$ cat config.mk
export PLATFORM = sky130hd
export DESIGN_NAME = special_function_reg_bank
export DESIGN_NICKNAME = d
export VERILOG_FILES = /design/src/core/sfr_bank_pkg.sv /design/src/core/special_function_reg_bank.sv
export SDC_FILE = /design/constraint.sdc
export NUM_CORES = 1
export LEC_CHECK = 0
export BUFFER_PORTS_ARGS = -buffer_cell sky130_fd_sc_hd__buf_2
export CAP_MARGIN = 20
export CORE_ASPECT_RATIO = 0.7
export CORE_MARGIN = 5
export CORE_UTILIZATION = 43
export DETAILED_ROUTE_END_ITERATION = 6
export GPL_TIMING_DRIVEN = 0
export PLACE_DENSITY = 0.7
export SETUP_SLACK_MARGIN = 0.3
export SLEW_MARGIN = 30
export SYNTH_ARGS = -nofsm -noshare
export SYNTH_HDL_FRONTEND = slang
export SYNTH_SLANG_ARGS = --single-unit
$ cat constraint.sdc
create_clock -name sys_clk_in -period 1 [get_ports sys_clk_in]
set_input_delay 0 -clock sys_clk_in [delete_from_list [all_inputs] [get_ports sys_clk_in]]
set_output_delay 0 -clock sys_clk_in [all_outputs]
set_load 0.02 [all_outputs]
$ cat src/core/sfr_bank_pkg.sv
package sfr_bank_pkg;

    // Byte offsets inside the special function region
    localparam logic [3:0] OFS_IRQ_EN1   = 4'h0;
    localparam logic [3:0] OFS_IRQ_EN2   = 4'h1;
    localparam logic [3:0] OFS_IRQ_FLAG1 = 4'h2;
    localparam logic [3:0] OFS_IRQ_FLAG2 = 4'h3;
    localparam logic [3:0] OFS_MOD_EN1   = 4'h4;
    localparam logic [3:0] OFS_MOD_EN2   = 4'h5;
    localparam logic [3:0] OFS_LAST      = 4'hF;

    // Bit positions in interrupt enable 1 and flag 1
    localparam int BIT_WDOG      = 0;
    localparam int BIT_OSC_FAULT = 1;
    localparam int BIT_NMI_PIN   = 4;
    localparam int BIT_FLASH_VIO = 5;

    // Bit positions in interrupt enable 2, flag 2 and module enable 2
    localparam int BIT_SER_RX    = 0;
    localparam int BIT_SER_TX    = 1;

    // Values forced by the power-up clear and the power-on reset
    localparam logic       RST_BIT    = 1'b0;
    localparam logic [7:0] RDATA_RST  = 8'h00;

endpackage : sfr_bank_pkg

$ cat src/core/special_function_reg_bank.sv
// Behaviour
// - Enables sit in bytes 00h-0Fh; unassigned bits have no storage.
// - Watchdog irq enable gates the interrupt only in interval timer mode.
// - Watchdog flag sets on counter overflow or on a bad key write.
// - Watchdog flag clears on power-on and on a pin reset in reset mode.
// - Oscillator fault flag sets whenever the clock system reports a fault.
// - Nonmaskable flag sets on an event at the shared reset pin.
// - Own enables for oscillator fault, nonmaskable pin, flash violation.
// - Serial rx and tx enables apply in async and sync operation.
// - Byte 03h: tx flag bit 1, rx flag bit 0; power-up clear zeroes both.
// - Byte 05h: bit 1 async tx enable, bit 0 async rx or sync both.
// - Plain bits reset by power-up clear, bracketed bits by power-on only.
// - Overflow asks a system reset in reset mode, an irq in interval mode.
`timescale 1ns/1ps
`default_nettype none

module special_function_reg_bank
    import sfr_bank_pkg::*;
#(
    parameter int ADDR_W = 4
) (
    // Clock and power-on reset
    input  wire logic              sys_clk_in,
    input  wire logic              arst_n_in,
    // System power-up clear, one-cycle pulse
    input  wire logic              power_up_clear_in,
    // Peripheral bus, byte access
    input  wire logic [ADDR_W-1:0] bus_addr_in,
    input  wire logic [7:0]        bus_wdata_in,
    input  wire logic              bus_wr_in,
    input  wire logic              bus_rd_in,
    output logic      [7:0]        bus_rdata_out,
    // Watchdog unit status
    input  wire logic              wdog_interval_mode_in,
    input  wire logic              wdog_overflow_in,
    input  wire logic              wdog_key_violation_in,
    // Shared reset/nonmaskable pin and clock system
    input  wire logic              pin_reset_in,
    input  wire logic              nmi_pin_event_in,
    input  wire logic              osc_fault_in,
    input  wire logic              flash_violation_in,
    // Serial port events
    input  wire logic              serial_rx_event_in,
    input  wire logic              serial_tx_event_in,
    // Interrupt requests and watchdog reset
    output logic                   wdog_irq_out,
    output logic                   wdog_reset_req_out,
    output logic                   osc_fault_irq_out,
    output logic                   nmi_pin_irq_out,
    output logic                   flash_violation_irq_out,
    output logic                   serial_rx_irq_out,
    output logic                   serial_tx_irq_out,
    // Serial port module enables
    output logic                   async_tx_enable_out,
    output logic                   async_rx_enable_out
);

    // Offsets 00h to 0Fh must fit in the address port
    if (ADDR_W < 4) begin : g_addr_w_check
        $error("ADDR_W must cover offsets 00h to 0Fh");
    end

    // Only implemented bits exist as storage
    logic wdog_irq_en;
    logic osc_fault_irq_en;
    logic nmi_pin_irq_en;
    logic flash_violation_irq_en;
    logic serial_rx_irq_en;
    logic serial_tx_irq_en;
    logic wdog_irq_flag;
    logic osc_fault_flag;
    logic nmi_pin_flag;
    logic serial_rx_flag;
    logic serial_tx_flag;
    logic async_tx_enable;
    logic async_rx_enable;             // Also the sync transmit/receive enable

    // Region flag and one write strobe per implemented byte
    logic in_region;
    logic wr_en1;
    logic wr_en2;
    logic wr_flag1;
    logic wr_flag2;
    logic wr_mod2;

    // Set wins over a software write in the same cycle
    function automatic logic flag_next(input logic cur, input logic wr,
                                       input logic wbit, input logic set);
        flag_next = set | (wr ? wbit : cur);
    endfunction : flag_next

    // Plain register bit update on write
    function automatic logic bit_next(input logic cur, input logic wr,
                                      input logic wbit);
        bit_next = wr ? wbit : cur;
    endfunction : bit_next

    // Address decode, only the low sixteen bytes belong to the bank
    assign in_region = (bus_addr_in <= ADDR_W'(OFS_LAST));
    assign wr_en1    = bus_wr_in && bus_addr_in == ADDR_W'(OFS_IRQ_EN1);
    assign wr_en2    = bus_wr_in && bus_addr_in == ADDR_W'(OFS_IRQ_EN2);
    assign wr_flag1  = bus_wr_in && bus_addr_in == ADDR_W'(OFS_IRQ_FLAG1);
    assign wr_flag2  = bus_wr_in && bus_addr_in == ADDR_W'(OFS_IRQ_FLAG2);
    assign wr_mod2   = bus_wr_in && bus_addr_in == ADDR_W'(OFS_MOD_EN2);

    // Byte 00h enables, cleared by power-up clear
    always_ff @(posedge sys_clk_in or negedge arst_n_in) begin
        if (!arst_n_in) begin
            wdog_irq_en            <= RST_BIT;
            osc_fault_irq_en       <= RST_BIT;
            nmi_pin_irq_en         <= RST_BIT;
            flash_violation_irq_en <= RST_BIT;
        end else if (power_up_clear_in) begin
            wdog_irq_en            <= RST_BIT;
            osc_fault_irq_en       <= RST_BIT;
            nmi_pin_irq_en         <= RST_BIT;
            flash_violation_irq_en <= RST_BIT;
        end else begin
            wdog_irq_en <= bit_next(wdog_irq_en, wr_en1,
                                    bus_wdata_in[BIT_WDOG]);
            osc_fault_irq_en <= bit_next(osc_fault_irq_en, wr_en1,
                                         bus_wdata_in[BIT_OSC_FAULT]);
            nmi_pin_irq_en <= bit_next(nmi_pin_irq_en, wr_en1,
                                       bus_wdata_in[BIT_NMI_PIN]);
            flash_violation_irq_en <= bit_next(flash_violation_irq_en, wr_en1,
                                       bus_wdata_in[BIT_FLASH_VIO]);
        end
    end

    // Byte 01h serial enables, cleared by power-up clear
    always_ff @(posedge sys_clk_in or negedge arst_n_in) begin
        if (!arst_n_in) begin
            serial_rx_irq_en <= RST_BIT;
            serial_tx_irq_en <= RST_BIT;
        end else if (power_up_clear_in) begin
            serial_rx_irq_en <= RST_BIT;
            serial_tx_irq_en <= RST_BIT;
        end else begin
            serial_rx_irq_en <= bit_next(serial_rx_irq_en, wr_en2,
                                         bus_wdata_in[BIT_SER_RX]);
            serial_tx_irq_en <= bit_next(serial_tx_irq_en, wr_en2,
                                         bus_wdata_in[BIT_SER_TX]);
        end
    end

    // Watchdog flag survives power-up clear; cleared by power-on or pin reset
    // Pin reset beats a set in the same cycle
    always_ff @(posedge sys_clk_in or negedge arst_n_in) begin
        if (!arst_n_in) begin
            wdog_irq_flag <= RST_BIT;
        end else if (pin_reset_in) begin
            wdog_irq_flag <= RST_BIT;
        end else begin
            wdog_irq_flag <= flag_next(wdog_irq_flag, wr_flag1,
                                       bus_wdata_in[BIT_WDOG],
                                       wdog_overflow_in
                                       | wdog_key_violation_in);
        end
    end

    // Oscillator fault flag; a fault still present during clear sets it again
    always_ff @(posedge sys_clk_in or negedge arst_n_in) begin
        if (!arst_n_in) begin
            osc_fault_flag <= RST_BIT;
        end else if (power_up_clear_in) begin
            osc_fault_flag <= osc_fault_in;
        end else begin
            osc_fault_flag <= flag_next(osc_fault_flag, wr_flag1,
                                        bus_wdata_in[BIT_OSC_FAULT],
                                        osc_fault_in);
        end
    end

    // Nonmaskable pin flag
    always_ff @(posedge sys_clk_in or negedge arst_n_in) begin
        if (!arst_n_in) begin
            nmi_pin_flag <= RST_BIT;
        end else if (power_up_clear_in) begin
            nmi_pin_flag <= RST_BIT;
        end else begin
            nmi_pin_flag <= flag_next(nmi_pin_flag, wr_flag1,
                                      bus_wdata_in[BIT_NMI_PIN],
                                      nmi_pin_event_in);
        end
    end

    // Serial flags at byte 03h
    always_ff @(posedge sys_clk_in or negedge arst_n_in) begin
        if (!arst_n_in) begin
            serial_rx_flag <= RST_BIT;
            serial_tx_flag <= RST_BIT;
        end else if (power_up_clear_in) begin
            serial_rx_flag <= RST_BIT;
            serial_tx_flag <= RST_BIT;
        end else begin
            serial_rx_flag <= flag_next(serial_rx_flag, wr_flag2,
                                        bus_wdata_in[BIT_SER_RX],
                                        serial_rx_event_in);
            serial_tx_flag <= flag_next(serial_tx_flag, wr_flag2,
                                        bus_wdata_in[BIT_SER_TX],
                                        serial_tx_event_in);
        end
    end

    // Serial module enables at byte 05h
    always_ff @(posedge sys_clk_in or negedge arst_n_in) begin
        if (!arst_n_in) begin
            async_tx_enable <= RST_BIT;
            async_rx_enable <= RST_BIT;
        end else if (power_up_clear_in) begin
            async_tx_enable <= RST_BIT;
            async_rx_enable <= RST_BIT;
        end else begin
            async_tx_enable <= bit_next(async_tx_enable, wr_mod2,
                                        bus_wdata_in[BIT_SER_TX]);
            async_rx_enable <= bit_next(async_rx_enable, wr_mod2,
                                        bus_wdata_in[BIT_SER_RX]);
        end
    end

    // Read data, absent bits and empty bytes read zero
    // A read in the cycle of a write returns the old value
    always_ff @(posedge sys_clk_in or negedge arst_n_in) begin
        if (!arst_n_in) begin
            bus_rdata_out <= RDATA_RST;
        end else if (bus_rd_in && in_region) begin
            bus_rdata_out <= RDATA_RST;
            case (bus_addr_in[3:0])
                OFS_IRQ_EN1: begin
                    bus_rdata_out[BIT_WDOG]      <= wdog_irq_en;
                    bus_rdata_out[BIT_OSC_FAULT] <= osc_fault_irq_en;
                    bus_rdata_out[BIT_NMI_PIN]   <= nmi_pin_irq_en;
                    bus_rdata_out[BIT_FLASH_VIO] <= flash_violation_irq_en;
                end
                OFS_IRQ_EN2: begin
                    bus_rdata_out[BIT_SER_RX] <= serial_rx_irq_en;
                    bus_rdata_out[BIT_SER_TX] <= serial_tx_irq_en;
                end
                OFS_IRQ_FLAG1: begin
                    bus_rdata_out[BIT_WDOG]      <= wdog_irq_flag;
                    bus_rdata_out[BIT_OSC_FAULT] <= osc_fault_flag;
                    bus_rdata_out[BIT_NMI_PIN]   <= nmi_pin_flag;
                end
                OFS_IRQ_FLAG2: begin
                    bus_rdata_out[BIT_SER_RX] <= serial_rx_flag;
                    bus_rdata_out[BIT_SER_TX] <= serial_tx_flag;
                end
                OFS_MOD_EN2: begin
                    bus_rdata_out[BIT_SER_RX] <= async_rx_enable;
                    bus_rdata_out[BIT_SER_TX] <= async_tx_enable;
                end
                default: begin
                    bus_rdata_out <= RDATA_RST;
                end
            endcase
        end else if (bus_rd_in) begin
            bus_rdata_out <= RDATA_RST;
        end
    end

    // System interrupt requests gated by their enables
    always_ff @(posedge sys_clk_in or negedge arst_n_in) begin
        if (!arst_n_in) begin
            wdog_irq_out            <= RST_BIT;
            osc_fault_irq_out       <= RST_BIT;
            nmi_pin_irq_out         <= RST_BIT;
            flash_violation_irq_out <= RST_BIT;
        end else begin
            wdog_irq_out <= wdog_irq_flag & wdog_irq_en
                            & wdog_interval_mode_in;
            osc_fault_irq_out <= osc_fault_flag & osc_fault_irq_en;
            nmi_pin_irq_out <= nmi_pin_flag & nmi_pin_irq_en;
            flash_violation_irq_out <= flash_violation_in
                                       & flash_violation_irq_en;
        end
    end

    // Serial interrupt requests gated by their enables
    always_ff @(posedge sys_clk_in or negedge arst_n_in) begin
        if (!arst_n_in) begin
            serial_rx_irq_out <= RST_BIT;
            serial_tx_irq_out <= RST_BIT;
        end else begin
            serial_rx_irq_out <= serial_rx_flag & serial_rx_irq_en;
            serial_tx_irq_out <= serial_tx_flag & serial_tx_irq_en;
        end
    end

    // Watchdog reset request, only in reset mode
    always_ff @(posedge sys_clk_in or negedge arst_n_in) begin
        if (!arst_n_in) begin
            wdog_reset_req_out <= RST_BIT;
        end else begin
            wdog_reset_req_out <= wdog_overflow_in
                                  & ~wdog_interval_mode_in;
        end
    end

    // Module enable copies for the serial port
    always_ff @(posedge sys_clk_in or negedge arst_n_in) begin
        if (!arst_n_in) begin
            async_tx_enable_out <= RST_BIT;
            async_rx_enable_out <= RST_BIT;
        end else begin
            async_tx_enable_out <= async_tx_enable;
            async_rx_enable_out <= async_rx_enable;
        end
    end

endmodule : special_function_reg_bank

`default_nettype wire

==> flow_summary_export.csv, run 1 <==
group,metric,value,unit
status,outcome,"complete, but fails checks",
status,violations,"negative setup slack",
power_and_ir_drop,p_total,2.33,mW
run,cap_violations,0,
route,wl_per_cell,14.5,um
layout,diodes,0,
setup_path,cp.required,1.15,ns
global_route,grt_pass1_wl,4.57,mm
route,wl,2.96,mm
layout,finish.utilization,0.692,
layout,largest_reg_flops,4,
layout,final_cell_mix,"dfrtp_1, buf_6, buf_2, dlygate4sd3_1, mux2i_1",
synth,yosys_warnings,0,
route,num_vias,1018,
floorplan,start_util,0.438,
global_route,grt_pass1_vias,994,
timing,rsz0062_at_grt,"yes",
synth,ys_ff_latch,26,
synth,synthMuxAreaShare,0.118,
power_and_ir_drop,p_per_area,1230,mW/mm2
synth,synth_top_area_cell,"dfrtp_1",
synth,synth_ff_type,"dfrtp_1",
global_route,grt.total_usage,0.151,
floorplan,core,0.00274,mm2
route,drt-initial-drc-count,37,
layout,layout.nets,195,
setup_path,path_class,"flip-flop to flip-flop",
timing,drv_slew,0,
global_route,grt-ovfl-total,0,
timing,timing.final.ws_setup,-0.235,ns
synth,synthAdderAreaFrac,0,
clock_tree,cts_tree,"done",
synth,synthXorXnorAreaFrac,0,
clock_tree,root_buffer,"clkbuf_8",
synth,synth_top_family_by_area,"simple AND/OR/NAND/NOR gates",
timing,hold_viol_final,0,
synth,synth_compound_area_frac,0.0833,
route,top_layer_used,"met4",
route,postRouteAntennaNets,0,
clock_tree,cts_max_level,1,
floorplan,pin_count,43,
synth,yosys.area_share.simple,0.189,
setup_path,cp_max_fo,3,
setup_path,startpoint_type,"flip-flop",
floorplan,fp.dieW,73.2,um
timing,min_period,1.23,ns
setup_path,cp.arrival,1.38,ns
layout,layout_commonest_cell,"dfrtp_1",
layout,regMostFlops,"bus_rdata_out",
synth,ys_seq_area_frac,0.542,
timing,tightest_slew,0.536,ns
clock_tree,insertion_delay,0.27,ns
floorplan,fp.dieH,54.2,um
timing,slew_headroom,0.642,
route,wl_met3,226,um
placed_design,gp_routability_congestion,0.771,
synth,synth_edf_count,0,
synth,ys_top_cells_by_area,"dfrtp_1, mux2i_1, and2_1",
layout,syn_to_final_growth,58.0,%
route,viasPerCell,4.99,
route,m1WireLength,1.34,mm
global_route,antenna_found_initial,0,
power_and_ir_drop,irDropWorstVdd,0.000925,V
layout,stdcell_count,204,
synth,syn_avg_cell_area,11.4,um2
placed_design,port_buffers,34,
route,wl_met2,1.39,mm
synth,yosysUniqueCellTypes,31,
route,first_pass_iters,4,
timing,setup_viol,2,
clock_tree,cts_inserted_buffers,3,
floorplan,dieArea,0.00397,mm2
synth,synth_top_area_share,0.542,
layout,stdcell_area,0.00190,mm2
timing,clock_skew,0.00207,ns
clock_tree,clk_pin_slew,0.09,ns
layout,fillCellCount,197,
min_path,min_path_type,"input pin to flip-flop",
clock_tree,cts.sinks,26,
synth,async_flop_share,1.00,
timing,fmax,0.810,GHz
floorplan,rows,16,
placed_design,place_area,0.00146,mm2
clock_tree,clockBufferDepth,2,
timing,finalCritPeriodShare,1.23,
layout,drive_gt1_frac,0.405,
synth,synth_cells,105,
synth,syn-cell-area,0.00120,mm2
global_route,grt_max_degree,27,
placed_design,dp_cells,178,
route,remaining_drc_errors,0,
placed_design,dp_hpwl,1.89,mm
power_and_ir_drop,total_leakage_power,0.925,nW
setup_path,cp-end-kind,"flip-flop",
-- final cells by class --
cell class | instances | area, um2 | share of cell area
Sequential cell | 26 | 651 | 0.343
Multi-Input combinational cell | 69 | 544 | 0.287
Clock buffer | 3 | 41.3 | 0.0218
Timing Repair Buffer | 56 | 499 | 0.263
Inverter | 6 | 22.5 | 0.0119
Tap cell | 36 | 45.0 | 0.0237
Clock inverter | 1 | 30.0 | 0.0158
Buffer | 7 | 65.1 | 0.0343
-- synth_stat cells (3+ instances only) --
cell type  count
a21oi_1        5
and2_1         5
buf_4          4
dfrtp_1       26
inv_1          6
mux2i_1       10
nand2_1        5
nand3_1        3
nor2_1         8
nor2b_1        4
-- path summary, 6_finish.rpt --
path / slack, ns / end / from / cells after the start
setup reg to reg: -0.23 / bus_rdata_out[0] / wdog_irq_flag / 3
hold / removal: 0.02 / nmi_pin_irq_en / bus_wdata_in[4] / 3
hold reg to reg: 0.44 / async_rx_enable_out / async_rx_enable / 0
setup / recovery: -0.23 / bus_rdata_out[0] / wdog_irq_flag / 3
min in group asynchronous: 0.19 / flash_violation_irq_out / arst_n_in / 2
max in group asynchronous: 0.54 / bus_rdata_out[0] / arst_n_in / 2
-- critical path, stage by stage, from the launching register on --
cell,delay (ns)
dfrtp_1,0.40
mux2_4,0.26
a222oi_1,0.33
o22ai_1,0.12
-- repair_timing --
item | in CTS | in global routing
pin swaps | 6 | 13
setup endpoints to repair | 27 | 59
hold buffers | 14 | 0
endpoints found under the hold margin | 37 | 0
resized for setup | 34 | 13
buffers inserted | 3 | 4
cloned | 0 | 1
-- power breakdown --
| part | leakage (nW) | switching [mW] | internal (mW) |
|---|---|---|---|
| Sequential | 0.352 | 0.0184 | 1.08 |
| Combinational | 0.537 | 0.165 | 0.188 |
| Clock | 0.0357 | 0.347 | 0.536 |
-- stage by stage --
| stage | setup slack (ns) | hold slack [ns] | setup TNS (ns) |
|---|---|---|---|
| after CTS | -0.279 | 0.00276 | -0.524 |
| after global placement | -0.236 | 0.0211 | -0.524 |
| final | -0.235 | 0.0154 | -0.458 |
| after global routing | -0.311 | 0.0381 | -0.608 |
| after floorplan | -0.126 | -0.296 | -0.251 |
| after detailed placement | -0.260 | 0.0347 | -0.670 |
-- per-layer routing --
layer  up-vias  track usage
li1        486            -
met1       494        0.195
met2        36        0.261
met3         2       0.0477
met4         0       0.0123
met5         -            0
-- cells by family (layout without fill, tap and decap cells) --
logic type	Yosys count	count (layout)
AO/OA/AOI/OAI	15	15
buffers and inverters	13	73
flip-flops	26	26
multiplexers	13	13
other	1	4
AND/OR/NAND/NOR	37	37
No activity file was read; power rests on OpenSTA's default activity.
==> run 2: changes to the inputs <==
--- a/config.mk
+++ b/config.mk
@@ -9,10 +9,10 @@
 export CAP_MARGIN = 20
 export CORE_ASPECT_RATIO = 0.7
 export CORE_MARGIN = 5
-export CORE_UTILIZATION = 43
+export CORE_UTILIZATION = 48
 export DETAILED_ROUTE_END_ITERATION = 6
 export GPL_TIMING_DRIVEN = 0
-export PLACE_DENSITY = 0.7
+export PLACE_DENSITY = 0.76
 export SETUP_SLACK_MARGIN = 0.3
 export SLEW_MARGIN = 30
 export SYNTH_ARGS = -nofsm -noshare
==> constraint.sdc (replaced) <==
create_clock -name sys_clk_in -period 1.3 [get_ports sys_clk_in]
set_input_delay 0 -clock sys_clk_in [delete_from_list [all_inputs] [get_ports sys_clk_in]]
set_output_delay 0 -clock sys_clk_in [all_outputs]
set_load 0.02 [all_outputs]
==> run 2 against run 1 <==
Compared with the run above:
- the run now ends clean
- first-iteration DRC count shrank 43%
- total power fell by 37%
- combinational power down 37%
- global-route usage up 1.5 points
- non-clock buffer count fell by 3
- routed wire length down 9.3%
- sequential share of layout area is 5.2 points higher
- critical path type unchanged
- largest cell class unchanged
==> flow_summary_export.csv, run 2 (synthesized netlist as in run 1, its figures left out) <==
group,metric,value,unit
floorplan,rows,15,
setup_path,cp.arrival,1.48,ns
global_route,grt-ovfl-total,0,
clock_tree,cts_max_level,1,
layout,stdcell_area,0.00165,mm2
min_path,min_path_type,"input pin to flip-flop",
timing,rsz0062_at_grt,"yes",
clock_tree,clockBufferDepth,2,
power_and_ir_drop,power_switching,0.353,mW
route,wl,2.68,mm
route,num_vias,989,
floorplan,pin_count,43,
global_route,antenna_found_initial,0,
layout,drive_gt1_frac,0.315,
timing,slew_headroom,0.618,
layout,diodes,0,
clock_tree,root_buffer,"clkbuf_4",
placed_design,place_area,0.00143,mm2
setup_path,rrSetupSlack,0.01,ns
clock_tree,insertion_delay,0.32,ns
power_and_ir_drop,p_total,1.46,mW
floorplan,core,0.00242,mm2
setup_path,cp.required,1.50,ns
clock_tree,cts.sinks,26,
route,viasPerCell,4.97,
setup_path,cp_max_fo,3,
power_and_ir_drop,total_leakage_power,0.846,nW
floorplan,start_util,0.496,
power_and_ir_drop,irDropWorstVdd,0.000468,V
layout,syn_to_final_growth,37.2,%
global_route,grt_max_degree,27,
power_and_ir_drop,clkPwrFrac,0.274,
power_and_ir_drop,swShare,0.241,
power_and_ir_drop,comb_power_share,0.152,
timing,min_period,1.29,ns
route,remaining_drc_errors,0,
timing,hold_viol_final,0,
timing,fmax,0.777,GHz
layout,regMostFlops,"bus_rdata_out",
global_route,grt_pass1_vias,1003,
placed_design,dp_hpwl,1.99,mm
global_route,grt_pass1_wl,4.69,mm
placed_design,gp_routability_congestion,0.890,
layout,final_cell_mix,"buf_2, dfrtp_1, dlygate4sd3_1, mux2i_1, nor2_1",
status,outcome,"finished clean",
run,cap_violations,0,
layout,layout_commonest_cell,"buf_2",
route,drt-initial-drc-count,21,
clock_tree,clk_pin_slew,0.13,ns
layout,largest_reg_flops,4,
route,first_pass_iters,4,
clock_tree,cts_inserted_buffers,3,
route,wl_per_cell,13.5,um
power_and_ir_drop,p_per_area,887,mW/mm2
floorplan,fp.dieH,51.9,um
route,postRouteAntennaNets,0,
floorplan,dieArea,0.00362,mm2
placed_design,port_buffers,34,
setup_path,startpoint_type,"flip-flop",
timing,setup_viol,0,
timing,drv_slew,0,
setup_path,cp-end-kind,"flip-flop",
global_route,grt.total_usage,0.166,
clock_tree,cts_tree,"done",
timing,tightest_slew,0.574,ns
setup_path,path_class,"flip-flop to flip-flop",
power_and_ir_drop,p_int,1.11,mW
timing,finalCritPeriodShare,0.990,
timing,clock_skew,0.000886,ns
power_and_ir_drop,seq_power_share,0.574,
layout,layout.nets,192,
floorplan,fp.dieW,69.8,um
## run 2: cell count changes in the layout (fill, tap and decap cells not counted), sizes merged
cell,before,now
bufinv,1,0
dlygate4sd3,14,17
buf,46,42
clkbuf,6,5
## run 2: final cells by class
class	count	area, um2
multi-input cells	69	483
flip-flops and latches	26	651
fillers	188	773
repair buffers	53	355
plain buffers	7	57.6
well taps	34	42.5
inverters	6	22.5
clock buffers	4	36.3
## run 2: power groups by stage
stage | Combinational (mW) | Sequential [mW] | Clock, mW
after floorplan | 0.0887 | 0.859 | 0
after global placement | 0.175 | 0.854 | 0
after detailed placement | 0.180 | 0.856 | 0
after CTS | 0.221 | 0.840 | 0.418
after global routing | 0.244 | 0.843 | 0.459
final | 0.222 | 0.840 | 0.401
## run 2: timing repair
| item | in CTS | in global routing |
|---|---|---|
| gates resized for setup | 0 | 2 |
| hold buffers | 17 | 0 |
| endpoints found under the setup margin | 2 | 4 |
| endpoints found under the hold margin | 43 | 0 |
| buffers inserted | 1 | 1 |
| pin swaps | 2 | 3 |
## run 2: final timing paths
path,from,depth (start not counted),endpoint
setup / recovery,wdog_irq_flag,3,bus_rdata_out[0]
hold / removal,bus_wr_in,4,serial_tx_irq_en
setup reg to reg,wdog_irq_flag,3,bus_rdata_out[0]
hold reg to reg,async_rx_enable,0,async_rx_enable_out
max in group asynchronous,arst_n_in,2,async_tx_enable
min in group asynchronous,arst_n_in,2,nmi_pin_irq_out
## run 2: critical path, stage by stage, from the launching register on
cell,delay (ns)
dfrtp_1,0.42
mux2_4,0.27
a222oi_1,0.35
o22ai_1,0.13
## run 2: routing by layer
metal	vias up	global-route usage	part of all wire
li1	479	-	-
met5	-	0	0
met4	0	0.0287	0.0048
met2	36	0.282	0.47
met1	472	0.209	0.45
met3	2	0.0579	0.077
## run 2: per-stage QoR
step	setup slack [ns]	hold slack, ns	instances	TNS (ns)	utilization
2_1_floorplan	0.174	-0.296	108	0	-
3_3_place_gp	0.0656	0.0178	176	0	0.589
3_5_place_dp	0.0396	0.0333	176	0	0.589
4_1_cts	0.0170	0.0261	198	0	0.677
5_1_grt	-0.0458	0.0529	199	-0.0878	0.681
6_report	0.0126	0.0483	199	0	0.681
==> run 3: changes to the inputs <==
--- a/config.mk
+++ b/config.mk
@@ -9,10 +9,10 @@
 export CAP_MARGIN = 20
 export CORE_ASPECT_RATIO = 0.7
 export CORE_MARGIN = 5
-export CORE_UTILIZATION = 48
+export CORE_UTILIZATION = 42
 export DETAILED_ROUTE_END_ITERATION = 6
 export GPL_TIMING_DRIVEN = 0
-export PLACE_DENSITY = 0.76
+export PLACE_DENSITY = 0.67
 export SETUP_SLACK_MARGIN = 0.3
 export SLEW_MARGIN = 30
 export SYNTH_ARGS = -nofsm -noshare
==> run 3 against run 2 <==
Compared with the run above:
- combinational power decreased by 2%
- final area down 0.23%
- clock skew up 0.0029 ns
- clock power is 31% higher
- setup slack gained 0.016 ns
- via count decreased by 2.1%
- non-clock buffer count down 2
- core utilization is 8.6 points lower
- global-route usage down 2.3 points
- largest power group unchanged
- highest routed layer unchanged
==> flow_summary_export.csv, run 3 (synthesized netlist as in run 1, its figures left out) <==
group,metric,value,unit
status,outcome,"finished clean",
route,viasPerCell,4.86,
power_and_ir_drop,power_switching,0.376,mW
placed_design,dp_hpwl,1.91,mm
min_path,min_path_type,"input pin to flip-flop",
timing,fin_setup_tns,0,ns
timing,setup_viol,0,
floorplan,core,0.00276,mm2
layout,layout_commonest_cell,"buf_2",
timing,tightest_slew,0.589,ns
layout,finish.utilization,0.595,
route,remaining_drc_errors,0,
layout,largest_reg_flops,4,
power_and_ir_drop,p_total,1.58,mW
setup_path,worstPathCellList,"mux2_4 > a222oi_1 > o22ai_1",
route,first_pass_iters,4,
timing,finalCritPeriodShare,0.978,
layout,syn_to_final_growth,36.9,%
power_and_ir_drop,p_per_area,962,mW/mm2
global_route,grt_max_degree,27,
timing,slew_headroom,0.607,
power_and_ir_drop,comb_power_share,0.138,
clock_tree,clockBufferDepth,2,
floorplan,rows,16,
floorplan,start_util,0.435,
setup_path,startpoint_type,"flip-flop",
setup_path,cp-end-kind,"flip-flop",
route,postRouteAntennaNets,0,
global_route,grt_pass1_vias,941,
floorplan,pin_count,43,
timing,min_period,1.27,ns
timing,rsz0062_at_grt,"yes",
clock_tree,insertion_delay,0.27,ns
global_route,grt.total_usage,0.143,
timing,clock_skew,0.00380,ns
clock_tree,clk_pin_slew,0.09,ns
placed_design,gp_routability_congestion,0.783,
layout,regMostFlops,"bus_rdata_out",
setup_path,cpPeakStageDelay,0.40,ns
power_and_ir_drop,swShare,0.237,
layout,drive_gt1_frac,0.331,
power_and_ir_drop,clkPwrFrac,0.332,
global_route,antenna_found_initial,0,
run,cap_violations,0,
power_and_ir_drop,irDropWorstVdd,0.000753,V
setup_path,critPathCapture,"bus_rdata_out[0]",
clock_tree,cts.sinks,26,
layout,multi_input_area,483,um2
layout,diodes,0,
clock_tree,cts_max_level,1,
setup_path,cp.arrival,1.42,ns
placed_design,dp_cells,178,
setup_path,cp_max_fo,3,
clock_tree,cts_tree,"done",
route,wl_per_cell,13.3,um
setup_path,cp_slowest_cell,"dfrtp_1",
route,wl,2.65,mm
layout,final_cell_mix,"buf_2, dfrtp_1, dlygate4sd3_1, mux2i_1",
setup_path,rrSetupSlack,0.03,ns
timing,drv_slew,0,
global_route,grt_pass1_wl,4.32,mm
floorplan,dieArea,0.00405,mm2
setup_path,r2r_end,"bus_rdata_out[0]",
timing,hold_viol_final,0,
global_route,grt-ovfl-total,0,
setup_path,reg2regPathDepth,3,
setup_path,crit_start,"wdog_irq_en",
route,num_vias,968,
route,drt-initial-drc-count,25,
placed_design,port_buffers,34,
floorplan,fp.dieW,73.9,um
setup_path,r2r-start,"wdog_irq_en",
layout,fillCellCount,260,
layout,layout.nets,190,
setup_path,path_class,"flip-flop to flip-flop",
timing,fmax,0.787,GHz
power_and_ir_drop,seq_power_share,0.530,
power_and_ir_drop,total_leakage_power,0.846,nW
clock_tree,cts_inserted_buffers,3,
setup_path,cp.required,1.45,ns
clock_tree,root_buffer,"clkbuf_8",
power_and_ir_drop,p_int,1.21,mW
layout,seqCellArea,651,um2
layout,stdcell_count,199,
floorplan,fp.dieH,54.7,um
-- run 3: changes by cell type in the layout (fill, tap and decap cells not counted), sizes merged --
cell	previous run	this run
dlygate4sd3	17	13
buf	42	44
-- run 3: final cells by class --
cell class,instances,area share
tap,36,0.0274
sequential,26,0.396
buffer,7,0.0350
timing repair buffer,51,0.201
multi-input combinational,69,0.294
clock buffer,4,0.0335
inverter,6,0.0137
-- run 3: how the worst min path moves through the flow --
stage	from	to	cells past startpoint
2_1_floorplan	arst_n_in	async_rx_enable	0
3_3_place_gp	arst_n_in	nmi_pin_irq_out	1
3_5_place_dp	arst_n_in	nmi_pin_irq_out	1
4_1_cts	nmi_pin_event_in	nmi_pin_flag	3
5_1_grt	nmi_pin_event_in	nmi_pin_flag	3
6_report	nmi_pin_event_in	nmi_pin_flag	3
-- run 3: power by group through the flow --
stage                     logic, mW  clock network (mW)  registers (mW)
final                         0.218               0.525           0.838
after global routing          0.243               0.581           0.841
after CTS                     0.215               0.549           0.839
after detailed placement      0.181                   0           0.856
after global placement        0.176                   0           0.855
after floorplan              0.0887                   0           0.859
-- run 3: timing repair --
| action | CTS | global route |
|---|---|---|
| pin swaps | 2 | 1 |
| hold buffers | 13 | 0 |
| endpoints found under the hold margin | 40 | 0 |
| setup endpoints to repair | 2 | 13 |
| setup buffers | 2 | 2 |
| gates resized for setup | 0 | 2 |
-- run 3: through the flow --
stage               hold slack (ns)  cell area [um2]  setup WS, ns
finish                       0.0132             1640        0.0286
global route                 0.0238             1640       -0.0688
CTS                          0.0121             1630        0.0237
detailed placement           0.0399             1430        0.0423
global placement             0.0194             1430        0.0430
floorplan                    -0.296             1210         0.174
-- run 3: worst max-delay path, delay by kind of cell (launching register included) --
kind / cells / cell delay, ns
AO/OA/AOI/OAI: 2 / 0.47
flip-flops: 1 / 0.40
multiplexers: 1 / 0.27
-- run 3: per-layer routing --
| metal | vias up | share of wire | GRT usage |
|---|---|---|---|
| li1 | 473 | - | - |
| met4 | 0 | 0.0060 | 0.0181 |
| met3 | 2 | 0.084 | 0.0495 |
| met1 | 457 | 0.47 | 0.198 |
| met5 | - | 0 | 0 |
| met2 | 36 | 0.44 | 0.222 |
